`src/verilog/host_port_map.svh`:
```
// constants for the host-side external bus controller
`ifndef HOST_PORT_MAP_SVH
`define HOST_PORT_MAP_SVH
`define CLK_PERIOD_NS 4
`define STROBE_MIN_NS 12
`define STROBE_CYC ((`STROBE_MIN_NS + `CLK_PERIOD_NS - 1) / `CLK_PERIOD_NS)
`define CNT_W 4
`define FIFO_DEPTH 16
`define WORD_W 40
`define BUS_W 48
`define ADDR_W 32
`define LANE_TOP 47
`define LANE_W32_LO 16
`define LANE_W40_LO 8
`define LANE_W16_HI 31
`define LANE_W16_LO 16
`define LANE_B8_HI 23
`define LANE_B8_LO 16
`define CORE_N 4
`define CS_IDLE 4'h0
`endif

```
`src/verilog/host_port_pkg.sv`:
```
// types for the host-side external bus controller
`default_nettype none
package host_port_pkg;
  typedef enum logic [1:0] {w32, w40, w16, b8} width_e;
  typedef struct packed {
    logic write;
    logic [1:0] core;
    width_e width;
    logic [31:0] addr;
  } cmd_s;
  typedef enum logic [2:0] {st_idle, st_req, st_setup, st_strobe, st_hold,
    st_done} state_e;
endpackage
`default_nettype wire

```
`src/verilog/external_bus_host_port.sv`:
```
// host controller driving the shared external bus, with write-data fifo
`timescale 1ns/1ps
`default_nettype none
`include "host_port_map.svh"

// ----------------------------------------
// write data fifo
// ----------------------------------------
module host_word_fifo #(
  parameter int WIDTH = `WORD_W,
  parameter int DEPTH = `FIFO_DEPTH
) (
  // clock and reset
  input wire logic clk_sys,
  input wire logic reset_n,
  // fill side
  input wire logic in_valid,
  output logic in_ready,
  input wire logic [WIDTH-1:0] in_data,
  // drain side
  output logic out_valid,
  input wire logic out_ready,
  output logic [WIDTH-1:0] out_data
);
  localparam int AW = $clog2(DEPTH);
  logic [WIDTH-1:0] mem [DEPTH];
  logic [AW-1:0] wr_ptr;
  logic [AW-1:0] rd_ptr;
  logic [AW:0] count;
  wire push = in_valid && in_ready;
  wire pop = out_valid && out_ready;
  assign in_ready = count != (AW+1)'(DEPTH);
  assign out_valid = count != '0;
  assign out_data = mem[rd_ptr];
  always_ff @(posedge clk_sys) begin
    if (push) begin
      mem[wr_ptr] <= in_data;
    end
  end
  always_ff @(posedge clk_sys or negedge reset_n) begin
    if (!reset_n) begin
      wr_ptr <= '0;
      rd_ptr <= '0;
      count <= '0;
    end else begin
      wr_ptr <= push ? wr_ptr + 1'b1 : wr_ptr;
      rd_ptr <= pop ? rd_ptr + 1'b1 : rd_ptr;
      count <= count + (AW+1)'(push) - (AW+1)'(pop);
    end
  end
endmodule

// Operation
// - 32-bit words on lanes 47 to 16
// - 40-bit words on lanes 47 to 8
// - short words on lanes 31 to 16
// - boot bytes on lanes 23 to 16
// - master drives address, device samples on host access
// - read strobe driven by accessing party
// - store strobe driven by accessing party
// - slow memory pulls acknowledge low
// - grant held while host request stays
// - host asserts one core chip select
module external_bus_host_port (
  // clock and reset
  input wire logic clk_sys,
  input wire logic reset_n,
  // user command port
  input wire logic cmd_valid,
  output logic cmd_ready,
  input wire host_port_pkg::cmd_s cmd,
  // user write data
  input wire logic wdata_valid,
  output logic wdata_ready,
  input wire logic [`WORD_W-1:0] wdata,
  // user read answer
  output logic rdata_valid,
  output logic [`WORD_W-1:0] rdata,
  // module bus pins
  output logic [`ADDR_W-1:0] addr_out,
  output logic addr_oe,
  input wire logic [`BUS_W-1:0] data_in,
  output logic [`BUS_W-1:0] data_out,
  output logic data_oe,
  output logic read_strobe_n,
  output logic store_strobe_n,
  output logic strobe_oe,
  output logic [`CORE_N-1:0] host_select_n,
  output logic host_bus_request_n,
  input wire logic host_bus_grant_n,
  input wire logic host_ready_out
);
  host_port_pkg::state_e state;
  host_port_pkg::state_e next_state;
  host_port_pkg::cmd_s cur;
  logic [`CNT_W-1:0] cnt;
  logic grant_m, grant_n_s, ready_m, ready_s;
  logic [`BUS_W-1:0] data_m, data_s;
  logic [`WORD_W-1:0] fifo_data;
  logic [`WORD_W-1:0] wword;
  logic fifo_valid;

  // ----------------------------------------
  // lane placement
  // ----------------------------------------
  function automatic logic [`BUS_W-1:0] pack(host_port_pkg::width_e w,
      logic [`WORD_W-1:0] d);
    logic [`BUS_W-1:0] b;
    b = '0;
    case (w)
      host_port_pkg::w32: b[`LANE_TOP:`LANE_W32_LO] = d[31:0];
      host_port_pkg::w40: b[`LANE_TOP:`LANE_W40_LO] = d;
      host_port_pkg::w16: b[`LANE_W16_HI:`LANE_W16_LO] = d[15:0];
      default: b[`LANE_B8_HI:`LANE_B8_LO] = d[7:0];
    endcase
    return b;
  endfunction

  function automatic logic [`WORD_W-1:0] unpack(host_port_pkg::width_e w,
      logic [`BUS_W-1:0] b);
    logic [`WORD_W-1:0] d;
    d = '0;
    case (w)
      host_port_pkg::w32: d[31:0] = b[`LANE_TOP:`LANE_W32_LO];
      host_port_pkg::w40: d = b[`LANE_TOP:`LANE_W40_LO];
      host_port_pkg::w16: d[15:0] = b[`LANE_W16_HI:`LANE_W16_LO];
      default: d[7:0] = b[`LANE_B8_HI:`LANE_B8_LO];
    endcase
    return d;
  endfunction

  wire accept = cmd_valid && cmd_ready;
  host_word_fifo #(.WIDTH(`WORD_W), .DEPTH(`FIFO_DEPTH)) u_fifo (
    .clk_sys(clk_sys),
    .reset_n(reset_n),
    .in_valid(wdata_valid),
    .in_ready(wdata_ready),
    .in_data(wdata),
    .out_valid(fifo_valid),
    .out_ready(accept && cmd.write),
    .out_data(fifo_data)
  );

  // ----------------------------------------
  // pin synchronisers
  // ----------------------------------------
  always_ff @(posedge clk_sys or negedge reset_n) begin
    if (!reset_n) begin
      grant_m <= 1'b1;
      grant_n_s <= 1'b1;
      ready_m <= 1'b1;
      ready_s <= 1'b1;
      data_m <= '0;
      data_s <= '0;
    end else begin
      grant_m <= host_bus_grant_n;
      grant_n_s <= grant_m;
      ready_m <= host_ready_out;
      ready_s <= ready_m;
      data_m <= data_in;
      data_s <= data_m;
    end
  end

  // ----------------------------------------
  // sequencing
  // ----------------------------------------
  // writes wait for data; the last grant must clear so it is never reused
  assign cmd_ready = state == host_port_pkg::st_idle && grant_n_s
    && (!cmd.write || fifo_valid);
  wire on_bus = state == host_port_pkg::st_setup
    || state == host_port_pkg::st_strobe || state == host_port_pkg::st_hold;
  wire strobing = state == host_port_pkg::st_strobe;
  // the device stretches the strobe through its ready output
  wire strobe_end = strobing && cnt >= `CNT_W'(`STROBE_CYC - 1)
    && ready_s;

  always_comb begin
    next_state = state;
    case (state)
      host_port_pkg::st_idle:
        if (accept) next_state = host_port_pkg::st_req;
      host_port_pkg::st_req:
        if (!grant_n_s) next_state = host_port_pkg::st_setup;
      host_port_pkg::st_setup: next_state = host_port_pkg::st_strobe;
      host_port_pkg::st_strobe:
        if (strobe_end) next_state = host_port_pkg::st_hold;
      host_port_pkg::st_hold: next_state = host_port_pkg::st_done;
      host_port_pkg::st_done: next_state = host_port_pkg::st_idle;
      default: next_state = host_port_pkg::st_idle;
    endcase
  end

  always_ff @(posedge clk_sys or negedge reset_n) begin
    if (!reset_n) begin
      state <= host_port_pkg::st_idle;
      cur <= '0;
      wword <= '0;
      cnt <= '0;
    end else begin
      state <= next_state;
      cnt <= strobing ? cnt + 1'b1 : '0;
      if (accept) begin
        cur <= cmd;
        wword <= fifo_data;
      end
    end
  end

  always_ff @(posedge clk_sys or negedge reset_n) begin
    if (!reset_n) begin
      rdata <= '0;
      rdata_valid <= 1'b0;
    end else begin
      rdata_valid <= strobe_end && !cur.write;
      if (strobe_end && !cur.write) begin
        rdata <= unpack(cur.width, data_s);
      end
    end
  end

  // ----------------------------------------
  // pin drive
  // ----------------------------------------
  // request stays low from accept to done, so grant never drops mid access
  assign host_bus_request_n = state == host_port_pkg::st_idle
    || state == host_port_pkg::st_done;
  assign addr_out = cur.addr;
  assign addr_oe = on_bus;
  assign data_out = pack(cur.width, wword);
  assign data_oe = on_bus && cur.write;
  assign strobe_oe = on_bus;
  assign read_strobe_n = !(strobing && !cur.write);
  assign store_strobe_n = !(strobing && cur.write);
  genvar g;
  generate
    for (g = 0; g < `CORE_N; g++) begin : g_cs
      assign host_select_n[g] = !(on_bus && cur.core == 2'(g));
    end
  endgenerate
endmodule
`default_nettype wire

```
`config.mk`:
```
export PLATFORM = sky130hd
export DESIGN_NAME = external_bus_host_port
export DESIGN_NICKNAME = d
export VERILOG_FILES = /design/src/verilog/host_port_pkg.sv /design/src/verilog/external_bus_host_port.sv
export VERILOG_INCLUDE_DIRS = /design/src /design/src/verilog
export SDC_FILE = /design/constraint.sdc
export NUM_CORES = 1
export LEC_CHECK = 0
export BUFFER_PORTS_ARGS = -buffer_cell sky130_fd_sc_hd__buf_2
export CORE_MARGIN = 5
export CORE_UTILIZATION = 59
export DETAILED_ROUTE_END_ITERATION = 16
export PLACE_DENSITY_LB_ADDON = 0.2
export SKIP_CTS_REPAIR_TIMING = 1
export SLEW_MARGIN = 20
export SYNTH_ARGS = -nofsm -noshare
export SYNTH_HDL_FRONTEND = slang
export SYNTH_SLANG_ARGS = --single-unit
```
`constraint.sdc`:
```
create_clock -name clk_sys -period 5.8 [get_ports clk_sys]
set_input_delay 1.16 -clock clk_sys [delete_from_list [all_inputs] [get_ports clk_sys]]
set_output_delay 1.16 -clock clk_sys [all_outputs]
set_load 0.05 [all_outputs]
```
==> results by group, run 1 <==
Outcome
  – Outcome: finished, final reports clean

Route
  – Via count: 16,500
  – Vias/cell: ~6
  – DRC Markers: 0
  – DRT iter0 DRCs: 1,325
  – Routed WL: ~70,000 um
  – Drt first pass iters: 6
  – WL/cell: about 26 um
  – Antenna-violating nets left: 0

Clocking
  – # clock sinks: 862
  – # H-tree levels: 3
  – Inserted Clock Buffers: 85
  – Root buf cell: clkbuf_16
  – Clk buf depth: 3
  – CTS tree: built
  – Worst-Skew Late Latency: 630 ps
  – Reg clk slew, reported paths: around 60 ps

Pwr
  – Internal power: 12.2 mW
  – Net switching power: 6.07 mW
  – Logic pwr share: 25.7%
  – Leak Pwr: around 13 nW
  – Flop pwr share: ~44%
  – Worst VDD drop: 0.000468 V
  – Power per cell area: 486 nW/um^2
  – Switch share: between 30% and 40%
  – Clk pwr share: 30.2%

Timing
  – Final slew viol count: 0
  – Clock skew: between 20 and 30 ps
  – Period utilization: between 60% and 70%
  – Final setup viols: 0
  – Hold Violations, Final: 0
  – Unrepaired setup endpoints after global routing: no
  – Tmin final: between 3000 and 4000 ps
  – Peak Freq: roughly 0.26 GHz
  – Slew HR: between 20% and 30%
  – Actual slew at the worst max-slew pin: about 1100 ps
  – Total negative slack: 0 ps

Worst setup path
  – Max FO, Critical Path: 28
  – CP required: ~4600 ps
  – Crit. End Element: output port
  – Data arrival, critical path: 2640 ps
  – Startpoint types: flop
  – WS Path Type: flop to output port
  – Cells along the critical path: nor2b_4 -> buf_4 -> mux2_2 -> buf_2
  – Bufs and invs on worst path: 2
  – Critical Path Slowest Stage Cell: nor2b_4
  – Crit path max-delay family: buffers and inverters
  – Crit-path max cell delay: 540 ps

Logic synthesis
  – Yosys reg bits: around 860
  – Avg Inst Size Synth: a little under 20 sq um
  – Mapped Area: 32,800 sq um
  – Synth warn: 0
  – Post-synthesis cell count: roughly 1,700
  – Top post-synthesis cells by area: edfxtp_1 59%, dfrtp_1 17%, mux4_2 11%
  – Post-synth EDFFs: between 600 and 700
  – Post-synth ARST share: approximately a quarter
  – Top_reg_cell synth: edfxtp_1
  – Post-synthesis cell type count: 50
  – Share of the synthesized area in the top cell type: about three fifths
  – Register area share after synthesis: about three quarters
  – Yosys top cell by area: edfxtp_1

Global routing
  – Vias in the first global route: roughly 17,000
  – Gr usage total: 23.7%
  – M1 GR Usage: 33.4%
  – Grt total ovfl: 0
  – Initial antenna violation count: 6
  – GR Util met3: between 5 and 6%
  – First-pass GRT wire length: approximately 110,000 um
  – Pin count of the biggest net entering global routing: 156
  – Met2 Use GR: a little under two fifths
  – GRT Max-Usage Layer: met2

Placed design
  – Port Buffers: roughly 250
  – HPWL Detailed: just over 40,000 um
  – Final Wtd Congestion: 0.776

Floorplanning
  – Core ar.: about 55,000 sq um
  – Row cnt: 86
  – Die outline width: approximately 250 um
  – Die area: approximately 60,000 sq um
  – Starting Density: 59.6%
  – Chip height: 246 um
  – Io pins: 264

Final layout
  – Nets: about 2,000
  – Synth-to-layout area growth: 14.4%
  – Final design utilization: just under 70%
  – Fillers: approximately 3,600
  – Fraction of layout cells with a size suffix above 1: 34.6%

Min path
  – Worst hold path class: flop to flop

Run
  – Number of max-cap violations: 0
[flip-flops by register name, indices dropped and copies added, names as in the netlist, 3 cells and up]
name           cells
cur                5
cnt                4
data_s            40
addr_out          32
data_m            40
u_fifo.count       5
u_fifo.rd_ptr      4
u_fifo.wr_ptr      4
wword             40
u_fifo.mem       640
rdata             40
state              3
[area by class of cell]
type,count,area (sq um),share of cell area (%)
inverters,24,90.1,0.240
repair buffers,281,1540,4.10
flip-flops and latches,862,24800,66.0
clock inverters,36,353,0.940
well taps,748,936,2.49
multi-input cells,662,7340,19.5
clock buffers,121,2500,6.65
diodes,3,7.51,0.0200
[power by group through the flow]
stage                     combinational [mW]  sequential, mW  clock (mW)
after floorplan                         3.37            8.39           0
after global placement                  4.63            8.12           0
after detailed placement                4.70            8.17           0
after CTS                               4.74            8.05        5.61
after global routing                    4.99            8.13        5.87
final                                   4.69            8.06        5.51
[cell families after synthesis]
logic type,synth area share [%]
DFF,75.5
other,0.0114
adders and majority gates,0.557
xor gates and xnor gates,0.347
buffers and inverters,2.67
muxes,15.3
AOI/OAI and AO/OA,3.48
and+or+nand+nor,2.09
[synthesized netlist by cell type (all sizes together), types with 2 or more instances]
cell type and instances:
nor2b 9, nand3b 3, nand2 66, mux4 160
inv 24, nand3 4, o31ai 16, ha 13
dfstp 4, edfxtp 640, xor2 4, o211a 2
and2 9, mux2i 40, or2 3, o21ai 35
dfrtp 218, a21oi 51, o22ai 80, nor2 38
buf 94, mux2 85, nor3 5, clkbuf 42
xnor2 9, nand2b 7
[path summary, 6_finish.rpt]
kind,from,to,slack [ps],cells after the start
worst min register to register,data_m[19],data_s[19],340,0
worst max register to register,u_fifo.count[2],u_fifo.mem[10][17],2350,7
max in group asynchronous,reset_n,addr_out[16],3900,2
worst min-delay path,data_m[19],data_s[19],340,0
min in group asynchronous,reset_n,data_s[13],610,1
worst max-delay path,cur[33],data_out[19],2000,4
[cells in the final DEF, fill, tap and decap left out, types with 5 or more instances in the layout]
| cell type | count |
|---|---|
| o31ai_1 | 16 |
| ha_1 | 13 |
| clkbuf_8 | 13 |
| buf_4 | 31 |
| clkbuf_1 | 18 |
| clkinv_1 | 11 |
| mux4_2 | 160 |
| o22ai_1 | 80 |
| bufinv_16 | 6 |
| a21oi_1 | 51 |
| clkbuf_16 | 90 |
| xnor2_1 | 9 |
| nand2b_1 | 6 |
| nor2_1 | 26 |
| mux2_4 | 20 |
| and2_1 | 9 |
| inv_1 | 24 |
| clkinv_2 | 13 |
| nor2b_1 | 8 |
| nor3_2 | 5 |
| nand2_1 | 66 |
| o21ai_0 | 32 |
| mux2i_1 | 40 |
| dfrtp_1 | 214 |
| mux2_2 | 65 |
| buf_2 | 246 |
| conb_1 | 8 |
| edfxtp_1 | 640 |
| nor2_4 | 12 |
[worst reg2reg max path: cells and delay by family, from the launching register on]
kind,cells,cell delay (ps)
AO/OA/AOI/OAI,1,620
adder cells (fa/ha/maj),1,200
buffers and inverters,2,530
flip-flops,1,350
AND/OR/NAND/NOR,3,1430
[through the flow]
stage	std cells	power (mW)	worst slack, ps	cell area (sq um)	hold WS (ps)
2_1_floorplan	1684	11.8	728	32800	331
3_3_place_gp	2577	12.7	1950	34700	332
3_5_place_dp	2577	12.9	1860	34700	335
4_1_cts	2734	18.4	1940	37500	342
5_1_grt	2736	19.0	1860	37600	354
6_report	2737	18.3	2000	37600	342
[metal layers]
layer,up-vias,part of all wire [%]
li1,7066,-
met1,8660,40
met2,663,49
met3,102,8.4
met4,8,2.1
met5,-,0.072
Note: power is estimated with default switching activity, not from simulation.
==> run 2, diff against run 1 <==
CORE_UTILIZATION = 54   (was 59)
clock period = 3.07 ns   (was 5.8 ns; I/O delays follow)
==> run 2 against run 1 <==
The flow now finishes with violations (negative hold slack); die area grew 8.9%; core utilization shrank 5.1 points; hold slack lost 370 ps; worst setup slack lost 1900 ps; largest power group unchanged.
==> results by group, run 2 (synthesized netlist as in run 1, its figures left out) <==
Outcome
  – Failing checks: negative hold slack
  – Outcome: finished with violations

Floorplanning
  – Core ar.: 60,200 sq um (+9.4%)
  – Starting Density: 54.5% (-5.1 points)
  – Die outline width: 257 um (+4.3%)
  – Io pins: 264 (unchanged)
  – Die area: 65,800 sq um (+8.9%)
  – Row cnt: 90 (+4.7%)
  – Chip height: 257 um (+4.3%)

Final layout
  – Commonest non-fill, non-tap cell in the layout: edfxtp_1
  – Most frequent cells in the layout: 640 x edfxtp_1, 246 x buf_2, 214 x dfrtp_1
  – Fillers: 4,173 (+17%)
  – Synth-to-layout area growth: 15.8%
  – Max reg flops: 640 (unchanged)
  – Finished Cell Area: 38,000 sq um (+1.2%)
  – Non-Filler Instances: 2,807 (+2.6%)
  – FF+latch area: 24,800 sq um (unchanged)
  – Nets: 2,094 (+1.6%)
  – Multi-input logic area: 7370 sq um (+0.38%)
  – Fraction of layout cells with a size suffix above 1: 35.4% (+0.72 points)
  – Biggest register: u_fifo.mem

Placed design
  – HPWL Detailed: 43,800 um (+6.9%)
  – Post-Place Cells: 2,644 (+2.6%)
  – Final Wtd Congestion: 0.799 (+2.9%)
  – DP Area: 35,200 sq um (+1.5%)
  – Placement Setup Slack: 176 ps (-1680 ps)
  – Port Buffers: 247 (unchanged)

Worst setup path
  – Startpoint types: flop
  – Max FO, Critical Path: 20 (-29%)
  – Crit path max-delay family: buffers and inverters
  – Data arrival, critical path: 2320 ps (-320 ps)
  – CP required: 2460 ps (-2180 ps)
  – Bufs and invs on worst path: 2 (unchanged)
  – Crit. End Element: output port
  – Cells along the critical path: nor2b_4 -> buf_4 -> mux2_2 -> buf_2
  – Critical Path Slowest Stage Cell: dfrtp_1
  – Crit-path max cell delay: 420 ps (-120 ps)
  – WS Path Type: flop to output port

Route
  – WL/cell: 26.6 um (+2.8%)
  – Via count: 16,700 (+1.2%)
  – DRT iter0 DRCs: 1,440 (+8.7%)
  – Routed WL: 74,700 um (+5.4%)
  – Antenna-violating nets left: 0 (unchanged)
  – Vias/cell: 5.95 (-1.3%)
  – DRC Markers: 0 (unchanged)
  – Drt first pass iters: 5 (-1)

Timing
  – Slew HR: 45.7% (+18 points)
  – Unrepaired setup endpoints after global routing: no
  – Hold WS: -28.3 ps (-371 ps)
  – Clock skew: 24.4 ps (-1.20 ps)
  – Final setup viols: 0 (unchanged)
  – Final setup margin: 138 ps (-1860 ps)
  – Period utilization: approximately 96%
  – Tmin final: 2930 ps
  – Final slew viol count: 0 (unchanged)
  – Peak Freq: between 0.3 and 0.4 GHz
  – Actual slew at the worst max-slew pin: 815 ps (-268 ps)
  – Total negative slack: 0 ps (unchanged)
  – Hold Violations, Final: 32 (+32)

Global routing
  – Vias in the first global route: 17,300 (+0.53%)
  – Grt total ovfl: 0 (unchanged)
  – Gr usage total: 22.7% (-1.0 points)
  – Initial antenna violation count: 12 (+6)
  – Pin count of the biggest net entering global routing: 120 (-23%)
  – First-pass GRT wire length: 111,000 um (+4.1%)

Pwr
  – Worst VDD drop: 0.00103 V (+120%)
  – Leak Pwr: 13.5 nW (+1.4%)
  – Logic pwr share: 26.5% (+0.8 points)
  – Internal power: 22.8 mW (+87%)
  – Flop pwr share: 44.1% (about the same)
  – Net switching power: 11.8 mW (+94%)
  – Switch share: 34.0% (+0.75 points)
  – Power per cell area: 910 nW/um^2 (+87%)
  – Clk pwr share: 29.4% (-0.8 points)

Clocking
  – Clk buf depth: 3 (unchanged)
  – Root buf cell: clkbuf_16
  – CTS tree: built
  – Reg clk slew, reported paths: 60 ps (about the same)
  – Inserted Clock Buffers: 85 (unchanged)
  – # H-tree levels: 3 (unchanged)
  – # clock sinks: 862 (unchanged)
  – Worst-Skew Late Latency: 640 ps (about the same)

Run
  – Number of max-cap violations: 0 (unchanged)

Min path
  – Worst hold path class: input port to async pin
-- run 2: final timing paths --
kind	endpoint	slack [ps]	from	depth (start not counted)
max	data_out[21]	140	cur[33]	4
min	addr_out[22]	-30	reset_n	1
max reg2reg	u_fifo.count[4]	220	u_fifo.count[2]	15
min reg2reg	data_s[16]	340	data_m[16]	0
max in group asynchronous	wword[30]	2340	reset_n	2
min in group clk_sys	grant_m	80	host_bus_grant_n	1
-- run 2: layout make-up --
type | count | share of cell area (%)
inverters | 24 | 0.237
clock inverters | 30 | 0.948
clock buffers | 127 | 6.33
well taps | 782 | 2.57
multi-input cells | 662 | 19.4
flip-flops and latches | 862 | 65.2
diodes | 6 | 0.0395
repair buffers | 314 | 5.26
-- run 2: per-layer routing --
layer | track usage, % | up-vias | routed length (um)
li1 | - | 7134 | -
met1 | 32.8 | 8710 | 30500
met2 | 35.6 | 726 | 36000
met3 | 4.88 | 121 | 6270
met4 | 6.55 | 8 | 1850
met5 | 0 | - | 42
-- run 2: worst register-to-register path, stage by stage, from the launching register on --
cell and delay (ps):
dfrtp_1 380, inv_1 100, ha_1 170, or3b_4 390, o211a_4 270, nand2_1 80
inv_1 50, ha_1 290, inv_1 60, ha_1 160, inv_1 60, fa_2 360
inv_1 60, a21oi_1 50, o21bai_1 170, xnor2_1 130
-- run 2: per-stage QoR --
stage	util (%)	total power [mW]
global route	63.1	36.0
CTS	63.1	34.9
finish	63.1	34.6
detailed placement	58.5	24.7
floorplan	-	22.2
global placement	58.5	24.5
-- run 2: power by group through the flow --
stage	combinational [mW]	clock (mW)	sequential, mW
after floorplan	6.39	0	15.8
after global placement	9.09	0	15.4
after detailed placement	9.19	0	15.5
after CTS	9.23	10.4	15.3
after global routing	9.70	10.9	15.4
final	9.16	10.2	15.3
